<file path="src/rtl/gspf_defines.vh">
// constants of the serial packet framer and deframer
// assumes a 100 MHz core clock and 32-bit apb register access
`ifndef GSPF_DEFINES_VH
`define GSPF_DEFINES_VH

`define GSPF_ESC            8'h10
`define GSPF_END            8'h03

// register byte addresses
`define GSPF_ADDR_CTRL      8'h00
`define GSPF_ADDR_STATUS    8'h04
`define GSPF_ADDR_TX_CMD    8'h08
`define GSPF_ADDR_RX_DATA   8'h0C
`define GSPF_ADDR_AUTO_PEND 8'h10
`define GSPF_ADDR_RPT_IDS   8'h14

// reset values
`define GSPF_CFG0_RST       8'h02
`define GSPF_CFG1_RST       8'h02

// config, control and status bit positions
`define GSPF_C0_ECEF        0
`define GSPF_C0_LLA         1
`define GSPF_C0_DOUBLE      4
`define GSPF_C0_COMBO       5
`define GSPF_C1_ECEF        0
`define GSPF_C1_ENU         1
`define GSPF_CTRL_AUTO_EN   16
`define GSPF_ST_FERR        2
`define GSPF_ST_TXREF       5

// tx command kinds in bits 9:8
`define GSPF_TXK_DATA       2'h0
`define GSPF_TXK_START      2'h1
`define GSPF_TXK_END        2'h2

// report identifiers
`define GSPF_ID_TIME        8'h41
`define GSPF_ID_POS_XYZ_S   8'h42
`define GSPF_ID_VEL_XYZ     8'h43
`define GSPF_ID_HEALTH      8'h46
`define GSPF_ID_POS_LLA_S   8'h4A
`define GSPF_ID_STATUS      8'h4B
`define GSPF_ID_VEL_ENU     8'h56
`define GSPF_ID_SATSEL      8'h6D
`define GSPF_ID_DGPS        8'h82
`define GSPF_ID_POS_XYZ_D   8'h83
`define GSPF_ID_POS_LLA_D   8'h84
`define GSPF_ID_COMBO       8'h8F
`define GSPF_ID_NONE        8'h00

// report schedule
`define GSPF_CLK_HZ         100000000
`define GSPF_FAST_S         1
`define GSPF_SLOW_S         5

// auto pending bit positions
`define GSPF_AP_POS         0
`define GSPF_AP_VEL         1
`define GSPF_AP_SAT         2
`define GSPF_AP_TIME        3
`define GSPF_AP_HEALTH      4
`define GSPF_AP_STAT        5

`endif

</file>
<file path="src/rtl/gspf_fifo.v">
// gspf_fifo: synchronous fifo with a registered output stage
// assumes one clock; push and pop follow valid/ready
`timescale 1ns/100ps
module gspf_fifo #(
	parameter WIDTH = 10,
	parameter DEPTH = 32,
	parameter AW    = 5
) (
	input  wire             core_clk_in, // core clock
	input  wire             nrst_in,     // async reset, active low
	input  wire             in_valid_in, // write request
	output wire             in_ready_out,// room for a word
	input  wire [WIDTH-1:0] in_data_in,  // write data
	output wire             out_valid_out, // word available
	input  wire             out_ready_in,// reader takes word
	output wire [WIDTH-1:0] out_data_out // read data, registered
);

	reg [WIDTH-1:0] mem [0:DEPTH-1];
	reg [AW-1:0]    wr_ptr_reg;
	reg [AW-1:0]    rd_ptr_reg;
	reg [AW:0]      count_reg;
	reg             out_valid_reg;
	reg [WIDTH-1:0] out_data_reg;

	wire push = in_valid_in && in_ready_out;
	wire load = (count_reg != {(AW+1){1'b0}}) && (!out_valid_reg || out_ready_in);

	assign in_ready_out  = (count_reg != DEPTH[AW:0]);
	assign out_valid_out = out_valid_reg;
	assign out_data_out  = out_data_reg;

	always @(posedge core_clk_in) begin
		if (push) begin
			mem[wr_ptr_reg] <= in_data_in;
		end
	end

	always @(posedge core_clk_in or negedge nrst_in) begin
		if (!nrst_in) begin
			wr_ptr_reg    <= {AW{1'b0}};
			rd_ptr_reg    <= {AW{1'b0}};
			count_reg     <= {(AW+1){1'b0}};
			out_valid_reg <= 1'b0;
			out_data_reg  <= {WIDTH{1'b0}};
		end else begin
			if (push) begin
				wr_ptr_reg <= wr_ptr_reg + 1'b1;
			end
			if (load) begin
				rd_ptr_reg    <= rd_ptr_reg + 1'b1;
				out_data_reg  <= mem[rd_ptr_reg];
				out_valid_reg <= 1'b1;
			end else if (out_ready_in) begin
				out_valid_reg <= 1'b0;
			end
			if (push && !load) begin
				count_reg <= count_reg + 1'b1;
			end else if (load && !push) begin
				count_reg <= count_reg - 1'b1;
			end
		end
	end

endmodule

</file>
<file path="src/rtl/gspf_top.v">
// gspf_top: serial packet framer/deframer with automatic report schedule
// assumes byte streams to and from a uart and an apb master for software
`timescale 1ns/100ps
`include "gspf_defines.vh"
module gspf_top #(
	parameter [31:0] FAST_CYCLES = `GSPF_FAST_S * `GSPF_CLK_HZ,
	parameter [3:0]  SLOW_TICKS  = `GSPF_SLOW_S / `GSPF_FAST_S
) (
	input  wire        core_clk_in,   // core clock
	input  wire        nrst_in,       // async reset, active low
	input  wire        psel_in,       // apb select
	input  wire        penable_in,    // apb enable
	input  wire        pwrite_in,     // apb direction
	input  wire [7:0]  paddr_in,      // apb byte address
	input  wire [31:0] pwdata_in,     // apb write data
	output wire [31:0] prdata_out,    // apb read data
	output wire        pready_out,    // apb ready
	output wire        pslverr_out,   // apb error on unmapped address
	input  wire        rx_valid_in,   // received line byte valid
	input  wire [7:0]  rx_data_in,    // received line byte
	output wire        rx_ready_out,  // deframer accepts byte
	output wire        tx_valid_out,  // line byte to send
	output wire [7:0]  tx_data_out,   // line byte, registered
	input  wire        tx_ready_in,   // uart takes byte
	output wire        auto_tick_out  // one-cycle pulse on each report second
);

	// ==========================================================
	// register bus decode
	wire sel_ctrl = (paddr_in == `GSPF_ADDR_CTRL);
	wire sel_stat = (paddr_in == `GSPF_ADDR_STATUS);
	wire sel_txc  = (paddr_in == `GSPF_ADDR_TX_CMD);
	wire sel_rxd  = (paddr_in == `GSPF_ADDR_RX_DATA);
	wire sel_ap   = (paddr_in == `GSPF_ADDR_AUTO_PEND);
	wire sel_ids  = (paddr_in == `GSPF_ADDR_RPT_IDS);
	wire mapped   = sel_ctrl | sel_stat | sel_txc | sel_rxd | sel_ap | sel_ids;

	reg  [7:0]  tx_seq_cnt_reg;
	reg  [31:0] prdata_reg;
	wire        tx_busy   = (tx_seq_cnt_reg != 8'h00);
	wire        access    = psel_in && penable_in;
	assign pready_out     = !(pwrite_in && sel_txc && tx_busy);
	assign pslverr_out    = access && !mapped;
	wire        wr_go     = access && pwrite_in && pready_out && mapped;
	// pop only a word that the setup cycle saw as valid, so none is lost
	wire        rd_pop    = access && !pwrite_in && sel_rxd && prdata_reg[31];

	// ==========================================================
	// control and status registers
	reg  [7:0]  cfg0_reg;
	reg  [7:0]  cfg1_reg;
	reg         auto_en_reg;
	reg         frame_err_reg;
	reg         tx_refused_reg;
	reg         req_pend_reg;
	reg  [5:0]  auto_pend_reg;

	wire        rx_err_set;
	wire        rx_eop_set;
	wire        tx_refuse_set;
	wire        tx_start_ok;
	wire        tx_is_auto;
	wire [5:0]  auto_set;
	wire        fifo_valid;
	wire [9:0]  fifo_data;

	// position id choice, precision by byte 0 bit 4
	wire [7:0] id_pos_ecef = !cfg0_reg[`GSPF_C0_ECEF] ? `GSPF_ID_NONE :
		cfg0_reg[`GSPF_C0_DOUBLE] ? `GSPF_ID_POS_XYZ_D : `GSPF_ID_POS_XYZ_S;
	wire [7:0] id_pos_lla  = !cfg0_reg[`GSPF_C0_LLA] ? `GSPF_ID_NONE :
		cfg0_reg[`GSPF_C0_DOUBLE] ? `GSPF_ID_POS_LLA_D : `GSPF_ID_POS_LLA_S;
	wire [7:0] id_vel_xyz  = cfg1_reg[`GSPF_C1_ECEF] ? `GSPF_ID_VEL_XYZ : `GSPF_ID_NONE;
	wire [7:0] id_vel_enu  = cfg1_reg[`GSPF_C1_ENU] ? `GSPF_ID_VEL_ENU : `GSPF_ID_NONE;
	wire       combo_en    = cfg0_reg[`GSPF_C0_COMBO];

	always @(posedge core_clk_in or negedge nrst_in) begin
		if (!nrst_in) begin
			cfg0_reg       <= `GSPF_CFG0_RST;
			cfg1_reg       <= `GSPF_CFG1_RST;
			auto_en_reg    <= 1'b1;
			frame_err_reg  <= 1'b0;
			tx_refused_reg <= 1'b0;
			req_pend_reg   <= 1'b0;
			auto_pend_reg  <= 6'h00;
		end else begin
			if (wr_go && sel_ctrl) begin
				cfg0_reg    <= pwdata_in[7:0];
				cfg1_reg    <= pwdata_in[15:8];
				auto_en_reg <= pwdata_in[`GSPF_CTRL_AUTO_EN];
			end
			// sticky flags: a set in the clearing cycle wins
			frame_err_reg  <= rx_err_set |
				(frame_err_reg & ~(wr_go & sel_stat & pwdata_in[`GSPF_ST_FERR]));
			tx_refused_reg <= tx_refuse_set |
				(tx_refused_reg & ~(wr_go & sel_stat & pwdata_in[`GSPF_ST_TXREF]));
			auto_pend_reg  <= auto_set |
				(auto_pend_reg & ~({6{wr_go & sel_ap}} & pwdata_in[5:0]));
			// a completed host packet permits one reply of a requested kind
			if (rx_eop_set) begin
				req_pend_reg <= 1'b1;
			end else if (tx_start_ok && !tx_is_auto) begin
				req_pend_reg <= 1'b0;
			end
		end
	end

	// read data captured in setup, stable through the access phase
	always @(posedge core_clk_in or negedge nrst_in) begin
		if (!nrst_in) begin
			prdata_reg <= 32'h00000000;
		end else if (psel_in && !penable_in && !pwrite_in) begin
			if (sel_ctrl) begin
				prdata_reg <= {15'h0000, auto_en_reg, cfg1_reg, cfg0_reg};
			end else if (sel_stat) begin
				prdata_reg <= {26'h0000000, tx_refused_reg, combo_en, req_pend_reg,
					frame_err_reg, tx_busy, fifo_valid};
			end else if (sel_rxd) begin
				// identifier arrives flagged as packet start
				prdata_reg <= {fifo_valid, 21'h000000, fifo_data};
			end else if (sel_ap) begin
				prdata_reg <= {26'h0000000, auto_pend_reg};
			end else if (sel_ids) begin
				prdata_reg <= {id_vel_enu, id_vel_xyz, id_pos_lla, id_pos_ecef};
			end else begin
				prdata_reg <= 32'h00000000;
			end
		end
	end
	assign prdata_out = prdata_reg;

	// ==========================================================
	// automatic report schedule
	reg [31:0] fast_cnt_reg;
	reg [3:0]  slow_cnt_reg;
	wire fast_tick = auto_en_reg && (fast_cnt_reg == FAST_CYCLES - 32'h1);
	wire slow_tick = fast_tick && (slow_cnt_reg == SLOW_TICKS - 4'h1);

	always @(posedge core_clk_in or negedge nrst_in) begin
		if (!nrst_in) begin
			fast_cnt_reg <= 32'h00000000;
			slow_cnt_reg <= 4'h0;
		end else if (!auto_en_reg || fast_tick) begin
			fast_cnt_reg <= 32'h00000000;
			if (fast_tick) begin
				slow_cnt_reg <= slow_tick ? 4'h0 : slow_cnt_reg + 4'h1;
			end
		end else begin
			fast_cnt_reg <= fast_cnt_reg + 32'h1;
		end
	end

	assign auto_tick_out = fast_tick;
	assign auto_set = {slow_tick, slow_tick, slow_tick,
		fast_tick, fast_tick, fast_tick};

	// ==========================================================
	// transmit framer: two-byte shift stage fed by software commands
	reg  [15:0] tx_seq_reg;
	wire [1:0]  tx_kind = pwdata_in[9:8];
	wire [7:0]  tx_byte = pwdata_in[7:0];
	wire        tx_cmd  = wr_go && sel_txc;

	wire tx_id_bad = (tx_byte == `GSPF_ESC) || (tx_byte == `GSPF_END);
	assign tx_is_auto = (tx_byte == `GSPF_ID_TIME) || (tx_byte == `GSPF_ID_POS_XYZ_S) ||
		(tx_byte == `GSPF_ID_VEL_XYZ)  || (tx_byte == `GSPF_ID_HEALTH)    ||
		(tx_byte == `GSPF_ID_POS_LLA_S) || (tx_byte == `GSPF_ID_STATUS)   ||
		(tx_byte == `GSPF_ID_VEL_ENU)  || (tx_byte == `GSPF_ID_SATSEL)    ||
		(tx_byte == `GSPF_ID_DGPS)     || (tx_byte == `GSPF_ID_POS_XYZ_D) ||
		(tx_byte == `GSPF_ID_POS_LLA_D) || (tx_byte == `GSPF_ID_COMBO);
	wire tx_start = tx_cmd && (tx_kind == `GSPF_TXK_START);
	assign tx_start_ok   = tx_start && !tx_id_bad && (tx_is_auto || req_pend_reg);
	assign tx_refuse_set = tx_start && !tx_start_ok;

	always @(posedge core_clk_in or negedge nrst_in) begin
		if (!nrst_in) begin
			tx_seq_reg     <= 16'h0000;
			tx_seq_cnt_reg <= 8'h00;
		end else if (tx_cmd && tx_kind == `GSPF_TXK_DATA) begin
			// software supplies field bytes most significant first
			if (tx_byte == `GSPF_ESC) begin
				tx_seq_reg     <= {`GSPF_ESC, `GSPF_ESC};
				tx_seq_cnt_reg <= 8'h02;
			end else begin
				tx_seq_reg     <= {tx_byte, 8'h00};
				tx_seq_cnt_reg <= 8'h01;
			end
		end else if (tx_start_ok) begin
			tx_seq_reg     <= {`GSPF_ESC, tx_byte};
			tx_seq_cnt_reg <= 8'h02;
		end else if (tx_cmd && tx_kind == `GSPF_TXK_END) begin
			tx_seq_reg     <= {`GSPF_ESC, `GSPF_END};
			tx_seq_cnt_reg <= 8'h02;
		end else if (tx_busy && tx_ready_in) begin
			tx_seq_reg     <= {tx_seq_reg[7:0], 8'h00};
			tx_seq_cnt_reg <= tx_seq_cnt_reg - 8'h01;
		end
	end

	assign tx_valid_out = tx_busy;
	assign tx_data_out  = tx_seq_reg[15:8];

	// ==========================================================
	// receive deframer
	localparam [3:0] ST_HUNT = 4'b0001;
	localparam [3:0] ST_HESC = 4'b0010;
	localparam [3:0] ST_BODY = 4'b0100;
	localparam [3:0] ST_BESC = 4'b1000;

	reg  [3:0] rx_state_reg;
	reg  [3:0] rx_state_next;
	reg        emit;
	reg        emit_sop;
	reg        emit_eop;
	reg        err;
	wire       fifo_in_ready;
	wire       rx_take = rx_valid_in && fifo_in_ready;
	wire       is_esc  = (rx_data_in == `GSPF_ESC);
	wire       is_end  = (rx_data_in == `GSPF_END);

	assign rx_ready_out = fifo_in_ready;

	always @* begin
		rx_state_next = rx_state_reg;
		emit          = 1'b0;
		emit_sop      = 1'b0;
		emit_eop      = 1'b0;
		err           = 1'b0;
		case (rx_state_reg)
		ST_HUNT: begin
			if (is_esc) begin
				rx_state_next = ST_HESC;
			end
		end
		ST_HESC: begin
			if (is_esc) begin
				rx_state_next = ST_HESC;
			end else if (is_end) begin
				rx_state_next = ST_HUNT;
			end else begin
				emit          = 1'b1;
				emit_sop      = 1'b1;
				rx_state_next = ST_BODY;
			end
		end
		ST_BODY: begin
			if (is_esc) begin
				rx_state_next = ST_BESC;
			end else begin
				emit = 1'b1;
			end
		end
		ST_BESC: begin
			if (is_esc) begin
				emit          = 1'b1;
				rx_state_next = ST_BODY;
			end else if (is_end) begin
				emit          = 1'b1;
				emit_eop      = 1'b1;
				rx_state_next = ST_HUNT;
			end else begin
				// lone escape before a legal id: error, then take it as a start
				err           = 1'b1;
				emit          = 1'b1;
				emit_sop      = 1'b1;
				rx_state_next = ST_BODY;
			end
		end
		default: begin
			rx_state_next = ST_HUNT;
		end
		endcase
	end

	always @(posedge core_clk_in or negedge nrst_in) begin
		if (!nrst_in) begin
			rx_state_reg <= ST_HUNT;
		end else if (rx_take) begin
			rx_state_reg <= rx_state_next;
		end
	end

	assign rx_err_set = rx_take && err;
	assign rx_eop_set = rx_take && emit_eop;

	// ==========================================================
	// receive buffer: {sop, eop, byte}
	gspf_fifo #(
		.WIDTH (10),
		.DEPTH (32),
		.AW    (5)
	) u_rx_fifo (
		.core_clk_in   (core_clk_in),
		.nrst_in       (nrst_in),
		.in_valid_in   (rx_valid_in && emit),
		.in_ready_out  (fifo_in_ready),
		.in_data_in    ({emit_sop, emit_eop, rx_data_in}),
		.out_valid_out (fifo_valid),
		.out_ready_in  (rd_pop),
		.out_data_out  (fifo_data)
	);

endmodule

</file>
<file path="config.mk">
export PLATFORM = sky130hd
export DESIGN_NAME = gspf_top
export DESIGN_NICKNAME = d
export VERILOG_FILES = /design/src/rtl/gspf_fifo.v /design/src/rtl/gspf_top.v
export VERILOG_INCLUDE_DIRS = /design/src /design/src/rtl
export SDC_FILE = /design/constraint.sdc
export NUM_CORES = 1
export LEC_CHECK = 0
export ABC_CLOCK_PERIOD_IN_PS = 4950
export BUFFER_PORTS_ARGS = -buffer_cell sky130_fd_sc_hd__buf_2
export CAP_MARGIN = 20
export CORE_UTILIZATION = 55
export CTS_CLUSTER_SIZE = 28
export DETAILED_ROUTE_END_ITERATION = 10
export MAX_ROUTING_LAYER = met4
export PLACE_DENSITY = 0.81
export SETUP_SLACK_MARGIN = 0.4
export SYNTH_ARGS = -nofsm -noshare
export SYNTH_HDL_FRONTEND = slang
export SYNTH_SLANG_ARGS = --single-unit
</file>
<file path="constraint.sdc">
create_clock -name core_clk_in -period 4.95 [get_ports core_clk_in]
set_input_delay 0.2475 -clock core_clk_in [delete_from_list [all_inputs] [get_ports core_clk_in]]
set_output_delay 0.2475 -clock core_clk_in [all_outputs]
set_load 0.05 [all_outputs]
</file>
# Yosys cells after proc, flatten, opt, wreduce, memory -nomap -nowiden
# Memories as Yosys holds them, arrays and structs flattened. A register that Yosys moved wholly into a read port is not among the register bits.
# Cells that the tools add are included.
[op_classes]
add_sub_neg = 7
eq_ne = 32
muxes = 46
bitwise_logic = 19
n_reduce_logical = 70
[op_table]
columns = ["op", "n"]
rows = [
  ["$mux W32", 4],
  ["$mux W16", 5],
  ["$eq A8 B7 Y1 const B", 8],
  ["$mux W8", 8],
  ["$mux W31", 2],
  ["$add A32 B1 Y32 const B", 1],
  ["$eq A32 B27 Y1 const B", 1],
  ["$eq A8 B5 Y1 const B", 4],
  ["$eq A8 B8 Y1 const B", 4],
  ["$logic_and A1 B1 Y1", 32],
  ["$eq A8 B2 Y1 const B", 2],
  ["$eq A8 B4 Y1 const B", 2],
  ["$mux W4", 4],
  ["$pmux W4 S4", 1],
  ["$logic_or A1 B1 Y1", 15],
  ["$mux W1", 14],
  ["$mux W7", 2],
  ["$and A6 B6 Y6", 2],
  ["$logic_not A1 Y1", 12],
  ["$mux W6", 2],
  ["$add A5 B1 Y5 const B", 2],
  ["$eq A4 B3 Y1 const B", 2],
  ["$eq A8 B3 Y1 const B", 1],
  ["$logic_not A8 Y1", 1],
  ["27 further kinds", 43],
]
[totals]
ff_bits = 139
ramBits = 320
wordCells = 192
n_memories = 1
[memory_table]
columns = ["name", "depth", "word_bits", "rd", "rd_ports_with_merged_regs", "write_ports", "line_no", "rtl"]
rows = [
  ["u_rx_fifo.mem", 32, 10, 1, 1, 1, "gspf_fifo.v:19", "reg [WIDTH-1:0] mem [0:DEPTH-1];"],
]

# Depth between registers and ports, before layout
# Gate-level depths: netlist of the first run.
[logic_depth]
ltp_word = 17
depth_mapped = 16
mapped_depth_nobuf = 14

# Cells and area by module
# Synthesis of the first run repeated with hierarchy kept, for this count alone.
[unflattened]
hier_cells = 1341
hier_area_um2 = 19697.6
[by_module_without_submodules]
columns = ["module", "n_inst", "cells_each", "area_each_um2", "seq_area_each_um2"]
rows = [
  ["gspf_fifo", 1, 712, 13763.2, 10284.9],
  ["gspf_top", 1, 629, 5934.4, 2757.6],
]

# Worst setup path before layout of the first run
# No wires, ideal clock.
[synth_timing]
path_type = "register to register"
from = "register prdata_reg[31] (netlist: prdata_out[31])"
to = "register u_rx_fifo.count_reg[5]"
arrival_ns = 3.200
required_time_ns = 4.820
slack_ns = 1.620
stages_incl_launch_ff = 16
n_path_buf = 2
synth_period_minus_slack_ns = 3.330
path_cell_list = "dfrtp_1 -> inv_1 -> o41ai_1 -> nor2b_1 -> buf_2 -> clkbuf_1 -> inv_1 -> ha_1 -> inv_1 -> ha_1 -> a21o_1 -> a21oi_1 -> o21bai_1 -> mux2i_1 -> o211ai_1 -> xor2_1"
[synth_between]
elab_chain_len = 6
[synth_rtl]
columns = ["element", "line_no", "rtl"]
rows = [
  ["start: declaration", "gspf_top.v:39", "reg [31:0] prdata_reg;"],
  ["start signal: assignment", "gspf_top.v:113", "prdata_reg <= {15'h0000, auto_en_reg, cfg1_reg, cfg0_reg};"],
  ["start signal: assignment", "gspf_top.v:115", "prdata_reg <= {26'h0000000, tx_refused_reg, combo_en, req_pend_reg,"],
  ["start signal: assignment", "gspf_top.v:119", "prdata_reg <= {fifo_valid, 21'h000000, fifo_data};"],
  ["$logic_and A1 B1 Y1 *", "gspf_top.v:46", "wire rd_pop = access && !pwrite_in && sel_rxd && prdata_reg[31];"],
  ["$logic_or A1 B1 Y1 *", "gspf_fifo.v:27", "wire load = (count_reg != {(AW+1){1'b0}}) && (!out_valid_reg || out_ready_in);"],
  ["$logic_and A1 B1 Y1 *", "gspf_fifo.v:27", ""],
  ["$logic_not A1 Y1", "gspf_fifo.v:57", "if (push && !load) begin"],
  ["$logic_and A1 B1 Y1", "gspf_fifo.v:57", ""],
  ["$mux W6 / $reduce_bool A2 Y1 (equally long branches)", "n/a", ""],
  ["end signal: assignment", "gspf_fifo.v:43", "count_reg <= {(AW+1){1'b0}};"],
  ["end signal: assignment", "gspf_fifo.v:58", "count_reg <= count_reg + 1'b1;"],
  ["end signal: assignment", "gspf_fifo.v:60", "count_reg <= count_reg - 1'b1;"],
  ["end: declaration", "gspf_fifo.v:22", "reg [AW:0] count_reg;"],
]
# Mark *: on every way between the ends. The rest lies on a longest branch, timed or not.
# A chain may end at the register's enable or synchronous reset.

# Final worst setup path of the first run
[layout_timing]
from = "register rx_state_reg[1]"
to = "register u_rx_fifo.count_reg[5]"
[layout_between]
elab_chain_len = 7
[layout_rtl]
columns = ["element", "line_no", "rtl"]
rows = [
  ["start: declaration", "gspf_top.v:209", "reg [3:0] rx_state_reg;"],
  ["start signal: assignment", "gspf_top.v:278", "rx_state_reg <= rx_state_next;"],
  ["$eq A4 B4 Y1 (tied with other cells)", "gspf_top.v:228", "case (rx_state_reg)"],
  ["$pmux W1 S3 *", "gspf_top.v:228", ""],
  ["$logic_and A1 B1 Y1 *", "gspf_top.v:294", ".in_valid_in (rx_valid_in && emit),"],
  ["$logic_and A1 B1 Y1 *", "gspf_fifo.v:26", "wire push = in_valid_in && in_ready_out;"],
  ["net u_rx_fifo.push", "gspf_fifo.v:26", ""],
  ["$logic_not A1 Y1", "gspf_fifo.v:59", "end else if (load && !push) begin"],
  ["$logic_and A1 B1 Y1", "gspf_fifo.v:59", ""],
  ["$reduce_bool A2 Y1 (no source line)", "n/a", ""],
]
# Mark *: on every way through the listed nets, which the timed path passes. The rest lies on a longest branch.

==> out/summary.md, run 1 <==
The detailed router finished its first iteration with 1026 violations. Final count of hold timing violations: 0. The register with the most flip-flops in the layout has 320 of them.

Slew at the pin closest to its max-slew limit: 1190 ps. The logs give 38700 microns for the routed wire length and 19300 sq um for the area of the mapped netlist. After routing, the total negative slack on setup checks comes to 0 ps.

The finished cells cover 21500 sq um. The origin of the critical flop-to-flop path was rx_state_reg[1]. In this run, synthesis produced a sequential element count of 457. The worst path in the final design needs a cycle of 3500 ps, including I/O delays and setup. The clock passes through at most 3 buffers. The number of clock buffers added by TritonCTS is 45. The run gives 10698 as the number of global-route vias before repair. Timing startpoint of the critical path: rx_state_reg[1]. In this run the clock root is driven by a clkbuf_16. The initial antenna violation count came out at 1. The tools report the total via count in the routed design as 10788. In this run the horizontal extent of the chip is 189 microns. The final clock period utilization by the worst path was 70.8%; the critical path depth was 13. Entering global routing, the biggest net connects 76 pins. After clock tree synthesis, the clock-pin slew on the worst setup and hold paths is 60 ps. The first global-routing pass estimated 61200 microns of wire. Type of element capturing the critical path: a flip-flop. In this run the power density over the cells is 370 nW/um^2. Remaining number of nets flagged by the antenna check after routing: 0.

Once routing completed, OpenROAD measured the worst setup slack at 1450 ps. At the end of routability-driven placement, the weighted congestion stood at 0.917. The sequential element share of the synthesized area is 67.7%, and the area of the core is 34500 sq um.

After detailed placement, the total cell area comes to 20000 sq um. The number of max-slew violations in the final report is 0. The tools report the max-cap violation count as 0.

Broken down by cell family, the worst path's largest delay share belongs to compound AO/OA/AOI/OAI gates. Detailed placement ended at an HPWL of 23900 microns. After synthesis, the mean cell area works out to 15.9 sq um. The via count normalized by instance count was 6.07.

Setup repair after global routing left no endpoint under its margin. The leakage power total is 7.58 nW. The worst register-to-register path ends at u_rx_fifo.count_reg[5]. The worst setup path is launched from a flip-flop. During synthesis, Yosys emitted a total of 0 warnings. The number of placed instances, taps included, is 1680.

Slowest library cell on the worst path: or4b_1. In the synthesized netlist, the number of instances is 1210. The worst-path maximum fanout was 10. STA puts the critical path data arrival time at 3930 ps.

The critical path is of the flip-flop to flip-flop type. The netlist uses 79 different library cells. The class of the worst hold path was primary input to flip-flop. The number of buffers and inverters on the critical path is 1. Share of layout cells above drive strength 1: 23.1%.

On the worst path, the slowest cell contributes a delay of 610 ps. In this run the count of I/O pins placed on the die edge is 100. TritonCTS built the clock tree. Highest attainable clock frequency: 286 MHz. The run gives 5 as the iteration count of the initial detailed-routing pass. The floorplan die height is 189 microns. The library cell used most frequently in the layout, excluding fill and tap cells, is edfxtp_1.

Yosys mapped a number of flops with a built-in enable equal to 320. The worst slew margin relative to its limit is 20.3%. VDD sags by at most 0.000292 V. Measured in cells, the most critical reg-to-reg path has a length of 13.

Number of I/O port buffers: 76. The run gives 0 as the post-detailed-route DRC marker count. Clock skew on the completed layout was measured at 30.8 ps. In this run the register-to-register setup slack is 1450 ps. The floorplan has 68 rows. The run gives 23.0% as the overall fraction of global-route tracks in use.

Following the worst setup path forward leads to its endpoint at u_rx_fifo.count_reg[5]. The final-report setup violation count is 0. The worst hold slack across all endpoints is 34.8 ps. Compared with the post-synthesis result, the final layout area differs by 11.8%. Clock latency on the worst-skew pair, taken at its later pin, is 560 ps. In the final design database the tool counted 1356 nets. Traced cell by cell, the critical path runs through or4b_1, a21oi_1, o2bb2ai_1, a21oi_4, ha_1, inv_1, ha_1, a21o_1, a21oi_1, o21bai_1, mux2i_1, o211ai_1, xor2_1. The post-layout instance count excluding filler cells was 1777.

The tools report the clock sink count as 457. The depth of the CTS H-tree is 2. The flow ran to the end, and the final reports show no timing, DRC or antenna violations.

Among all flip-flop cells after synthesis, the most frequent one is edfxtp_1. OpenSTA, run right after detailed placement, puts the worst setup slack at 1190 ps. The die covers 35800 sq um.

Detail-routed net length per standard cell: 21.8 microns. After synthesis, the share of flip-flops with an asynchronous set or reset is 30.0%. The top cell types in the final layout, fill and taps aside, are 320 x edfxtp_1, 131 x dfrtp_1, 112 x nor2_1. Once the floorplan was initialized, standard cells occupied 55.8% of the core. The total overflow left after global routing is 0.

For the worst setup path, the data required time is 5380 ps.
worst min-delay path by stage:
stage                   endpoint  slack, ps  cells after the start    startpoint
2_1_floorplan   auto_pend_reg[0]        -50                      0       nrst_in
3_3_place_gp   tx_seq_cnt_reg[4]        310                      1       nrst_in
3_5_place_dp   tx_seq_cnt_reg[4]        310                      1       nrst_in
4_1_cts           tx_seq_reg[15]         10                      3  pwdata_in[7]
5_1_grt           tx_seq_reg[10]         30                      3  pwdata_in[2]
6_report          tx_seq_reg[15]         30                      3  pwdata_in[7]
stage by stage:
step | util (%) | power (mW)
6_report | 62.4 | 7.98
3_3_place_gp | 57.8 | 4.71
2_1_floorplan | - | 4.59
3_5_place_dp | 57.8 | 4.73
5_1_grt | 62.4 | 8.22
4_1_cts | 62.2 | 8.02
area by class of cell:
type,count,area [sq um]
multi-input combinational,653,5760
clock inverter,22,183
antenna,1,2.50
fill,2452,13000
clock buffer,61,1260
inverter,29,109
sequential,457,13100
tap,455,569
timing repair buffer,99,616
tightest hold or removal path: stages:
cell       delay, ps
buf_2            160
nand2_1           80
a2bb2oi_1         50
Yosys cell counts (all sizes together), types with 8 or more instances:
cell type	count	area (sq um)
a21oi	24	131
a22oi	12	90.1
and2	8	55.1
and3	9	56.3
buf	40	259
clkbuf	38	144
dfrtp	133	3330
edfxtp	320	9610
ha	15	188
inv	29	109
mux2	20	225
mux2i	12	120
mux4	100	2250
nand2	76	290
nand3	32	160
nand4	14	93.8
nor2	113	424
nor3	14	86.3
nor4	13	103
o211ai	11	82.6
o21ai	31	163
xnor2	32	280
xor2	15	131
power breakdown:
group | internal (mW) | leakage (nW) | switching [mW]
Combinational | 0.138 | 2.23 | 0.284
Clock | 1.90 | 0.715 | 1.43
Sequential | 4.16 | 4.63 | 0.0727
per-layer routing:
layer / GRT usage [%] / wire length, microns
met1: 32.1 / 16700
met2: 35.1 / 18200
met3: 3.89 / 2830
met4: 7.10 / 943
met5: - / 0
cell families after synthesis:
logic type / after synthesis / share of synthesized area, %
compound gates: 122 / 4.30
xor+xnor: 47 / 2.14
fa+ha+maj: 16 / 1.08
buf+inv: 107 / 2.65
flops: 457 / 67.7
mux: 132 / 13.5
other cells: 1 / 0.0195
simple gates: 328 / 8.67
what timing repair did:
| action | 4_1_cts | 5_1_grt |
|---|---|---|
| endpoints found under the setup margin | 0 | 0 |
| hold endpoints to repair | 80 | 0 |
| hold buffers | 10 | 0 |
| setup buffers | 0 | 0 |
| gates resized for setup | 0 | 0 |
(Power assumes the default switching activity.)
==> inputs of run 2 (changes only) <==
- ABC_CLOCK_PERIOD_IN_PS: 4950 -> 3300
- clock period: 4.95 -> 3.3 ns (I/O delays scaled with it)
==> run 2 against run 1 <==
Against the previous run: clock-buffer cell count shrank 1; combinational power rose by 63%; worst setup slack got worse by 1000 ps; die area stayed put; sequential power up 50%; clock power increased by 52%; worst hold slack got worse by 9.3 ps; critical path type unchanged; cell count is 3.1% higher; fmax grew 22%; largest cell class unchanged; sequential share of layout area shrank 1.9 points; clock skew down 10 ps.
==> out/summary.md, run 2 (same netlist as run 1, synthesis figures left out) <==
The flow ran to the end, and the final reports show no timing, DRC or antenna violations. The worst-path maximum fanout was 4 (-6); the total CTS buffers was 45 (unchanged). The accumulated negative setup slack is 0 ps (unchanged). The starting density of the core is 55.8% (unchanged).

The number of max-slew violations in the final report came out at 0 (unchanged). Final-report setup violation count: 0 (unchanged). The buffer levels on the longest clock path came out at 3 (unchanged). The overall fraction of global-route tracks in use is 25.1% (+2.1 points). The run gives 13100 sq um (about the same) as the register area. For the max-cap violation count, the log shows 0 (unchanged). The tools report the number of top-level pins as 100 (unchanged). The kind of cell with the highest combined delay along the critical path is compound AO/OA/AOI/OAI gates. The remaining number of nets flagged by the antenna check after routing was 0 (unchanged). The leakage power total came out at 7.85 nW (+3.6%).

Setup repair after global routing could not meet its margin everywhere. The uppermost metal layer occupied by signal nets is met4. The share of layout cells above drive strength 1 is 28.0% (+4.9 points). The detail-routed net length per standard cell works out to 23.2 microns (+6.8%). The tools report the met3 wire length as 3060 microns (+8.2%).

The floorplan die area is 35800 sq um (unchanged). The number of buffers and inverters on the critical path works out to 2 (+1). First-pass GRT wire length: 65600 microns (+7.2%).

The worst setup path is launched from a flip-flop. The type of element capturing the critical path is a flip-flop. The synthesis-to-finish area growth was 15.5%; the worst stage delay on the critical path was 580 ps (-30 ps). Number of flip-flops under the largest register name: 320 (unchanged). Leading cell type in the layout, fill and taps excluded: edfxtp_1. The number of I/O port buffers is 76 (unchanged). The iteration count of the initial detailed-routing pass came out at 5 (unchanged). The run gives 0 (unchanged) as the aggregate global routing overflow. The via count normalized by instance count was 6.11 (+0.62%); the final count of hold timing violations was 0 (unchanged). The path class of the tightest hold or removal check is primary input to flip-flop.

The latest clock arrival within the worst-skew pair was 570 ps (about the same); the detailed router's first-iteration violation count was 904 (-12%). The run gives 457 (unchanged) as the clock sink count. The total power density per cell area came out at 542 nW/um^2 (+46%). The tools report the net count reported at finish as 1411 (+4.1%). The detailed-route wire length on metal 1 was 17100 microns (+1.9%). The tools report the final worst clock skew as 20.7 ps (-10.1 ps). Worst slew margin relative to its limit: 44.8% (+25 points). The logs give 26800 microns (+12%) for the HPWL reported at the end of detailed placement and 5960 sq um (+3.6%) for the combined area of the multi-input logic cells. The tree is rooted in a clkbuf_16.

The tools report the post-placement setup slack as 28.7 ps (-1160 ps). The setup path with the least slack is of type flip-flop to flip-flop. The worst hold slack across all endpoints was 25.5 ps (-9.28 ps).

The library cells used most frequently in the layout, excluding fill and tap cells, are 320 x edfxtp_1, 130 x dfrtp_1, 100 x mux4_2. For the routed wire length, the log shows 42600 microns (+10%). The weighted congestion at the end of routability-driven global placement came out at 0.860 (-6.2%).

The signal on the critical path passes through or4b_4, a21oi_4, o2bb2ai_2, a21oi_4, buf_6, ha_4, inv_4, ha_4, a21o_1, a21oi_2, o21bai_1, mux2i_1, o211ai_1, xor2_1. Register clock-pin slew on the reported worst setup and hold paths: 60 ps (about the same). The floorplan die height is 189 microns (unchanged). The run gives 2 (unchanged) as the depth of the CTS H-tree. The tools report the total via count in the routed design as 11191 (+3.7%). The logs give 12.1 mW (+51%) for the total power consumption of the routed design and 91 (+20%) for the maximum number of pins on one net before global-route repair. The tools report the highest attainable clock frequency as 347 MHz (+22%). The number of global-route vias before repair is 11317 (+5.8%).

For the number of filler instances in the final layout, the log shows 2355 (-4.0%). The tools report the final antenna diode count as 0 (-1). The area of the core was 34500 sq um (unchanged); the final clock period utilization by the worst path was 87.2% (+16 points). The slew at the pin closest to its max-slew limit was 828 ps (-364 ps). The run gives 3720 ps (-1660 ps) as the required time at the endpoint of the critical path.

TritonCTS built the clock tree. The chip width was 189 microns (unchanged). The post-detailed-route DRC marker count is 0 (unchanged), and the number of placement rows is 68 (unchanged). The worst-case setup margin in the final layout was 422 ps (-1030 ps); the arrival time of the worst setup path was 3300 ps (-630 ps). Clock period minus worst slack: 2880 ps (-624 ps).

Slowest library cell on the worst path: or4b_4. Initial antenna violation count: 0 (-1). The met2 routed wirelength was 21500 microns (+18%).

The maximum ir drop on the vdd rail came out at 0.000476 V (+63%).
## run 2: cell count changes in the layout (fill, tap and decap cells not counted), sizes merged
cell         before  now
clkinvlp          0    3
buf              89  132
bufinv            2    4
dlygate4sd3      10   21
diode             1    0
clkinv           19   16
## run 2: what timing repair did
| item | in CTS | in global routing |
|---|---|---|
| hold endpoints to repair | 122 | 0 |
| resized for setup | 33 | 11 |
| hold buffers | 21 | 0 |
| pin swaps | 7 | 2 |
| buffers inserted | 6 | 1 |
| endpoints found under the setup margin | 262 | 57 |
## run 2: cell type report
| cell class | instances | share of cell area (%) |
|---|---|---|
| Sequential cell | 457 | 58.6 |
| Multi-Input combinational cell | 653 | 26.8 |
| Clock buffer | 60 | 5.45 |
| Timing Repair Buffer | 154 | 4.95 |
| Tap cell | 455 | 2.56 |
| Clock inverter | 24 | 1.09 |
| Inverter | 29 | 0.500 |
## run 2: per-stage QoR
stage	cell area, sq um	cells	util (%)
after floorplan	19400	1217	-
after global placement	20300	1718	58.9
after detailed placement	20300	1718	58.9
after CTS	22200	1829	64.2
after global routing	22300	1832	64.4
final	22300	1832	64.4
## run 2: worst paths after layout
path,cells past startpoint,start,to,slack (ps)
min reg2reg,1,tx_seq_cnt_reg[7],tx_seq_cnt_reg[7],480
max reg2reg,14,rx_state_reg[3],u_rx_fifo.count_reg[5],420
min in group asynchronous,2,nrst_in,slow_cnt_reg[1],270
min,4,penable_in,u_rx_fifo.out_valid_out,30
max,14,rx_state_reg[3],u_rx_fifo.count_reg[5],420
max in group asynchronous,3,nrst_in,auto_en_reg,2140
## run 2: report_power, final
part | total [mW] | leakage (nW) | internal [mW] | switching, mW
logic | 0.686 | 2.53 | 0.232 | 0.453
clock network | 5.03 | 0.701 | 2.92 | 2.11
registers | 6.35 | 4.63 | 6.24 | 0.111
total | 12.1 | 7.85 | 9.39 | 2.68
## run 2: worst reg2reg max path: cells and delay by family, from the launching register on
family | cells | cell delay [ps]
compound gates | 7 | 860
xor+xnor | 1 | 150
buf+inv | 2 | 200
mux | 1 | 200
flops | 1 | 370
simple gates | 1 | 580
fa+ha+maj | 2 | 400
## run 2: per-layer routing
metal | GRT usage (%) | vias to the layer above
li1 | - | 4903
met1 | 32.9 | 5719
met2 | 41.0 | 490
met3 | 4.02 | 79
met4 | 7.13 | 0
met5 | - | -
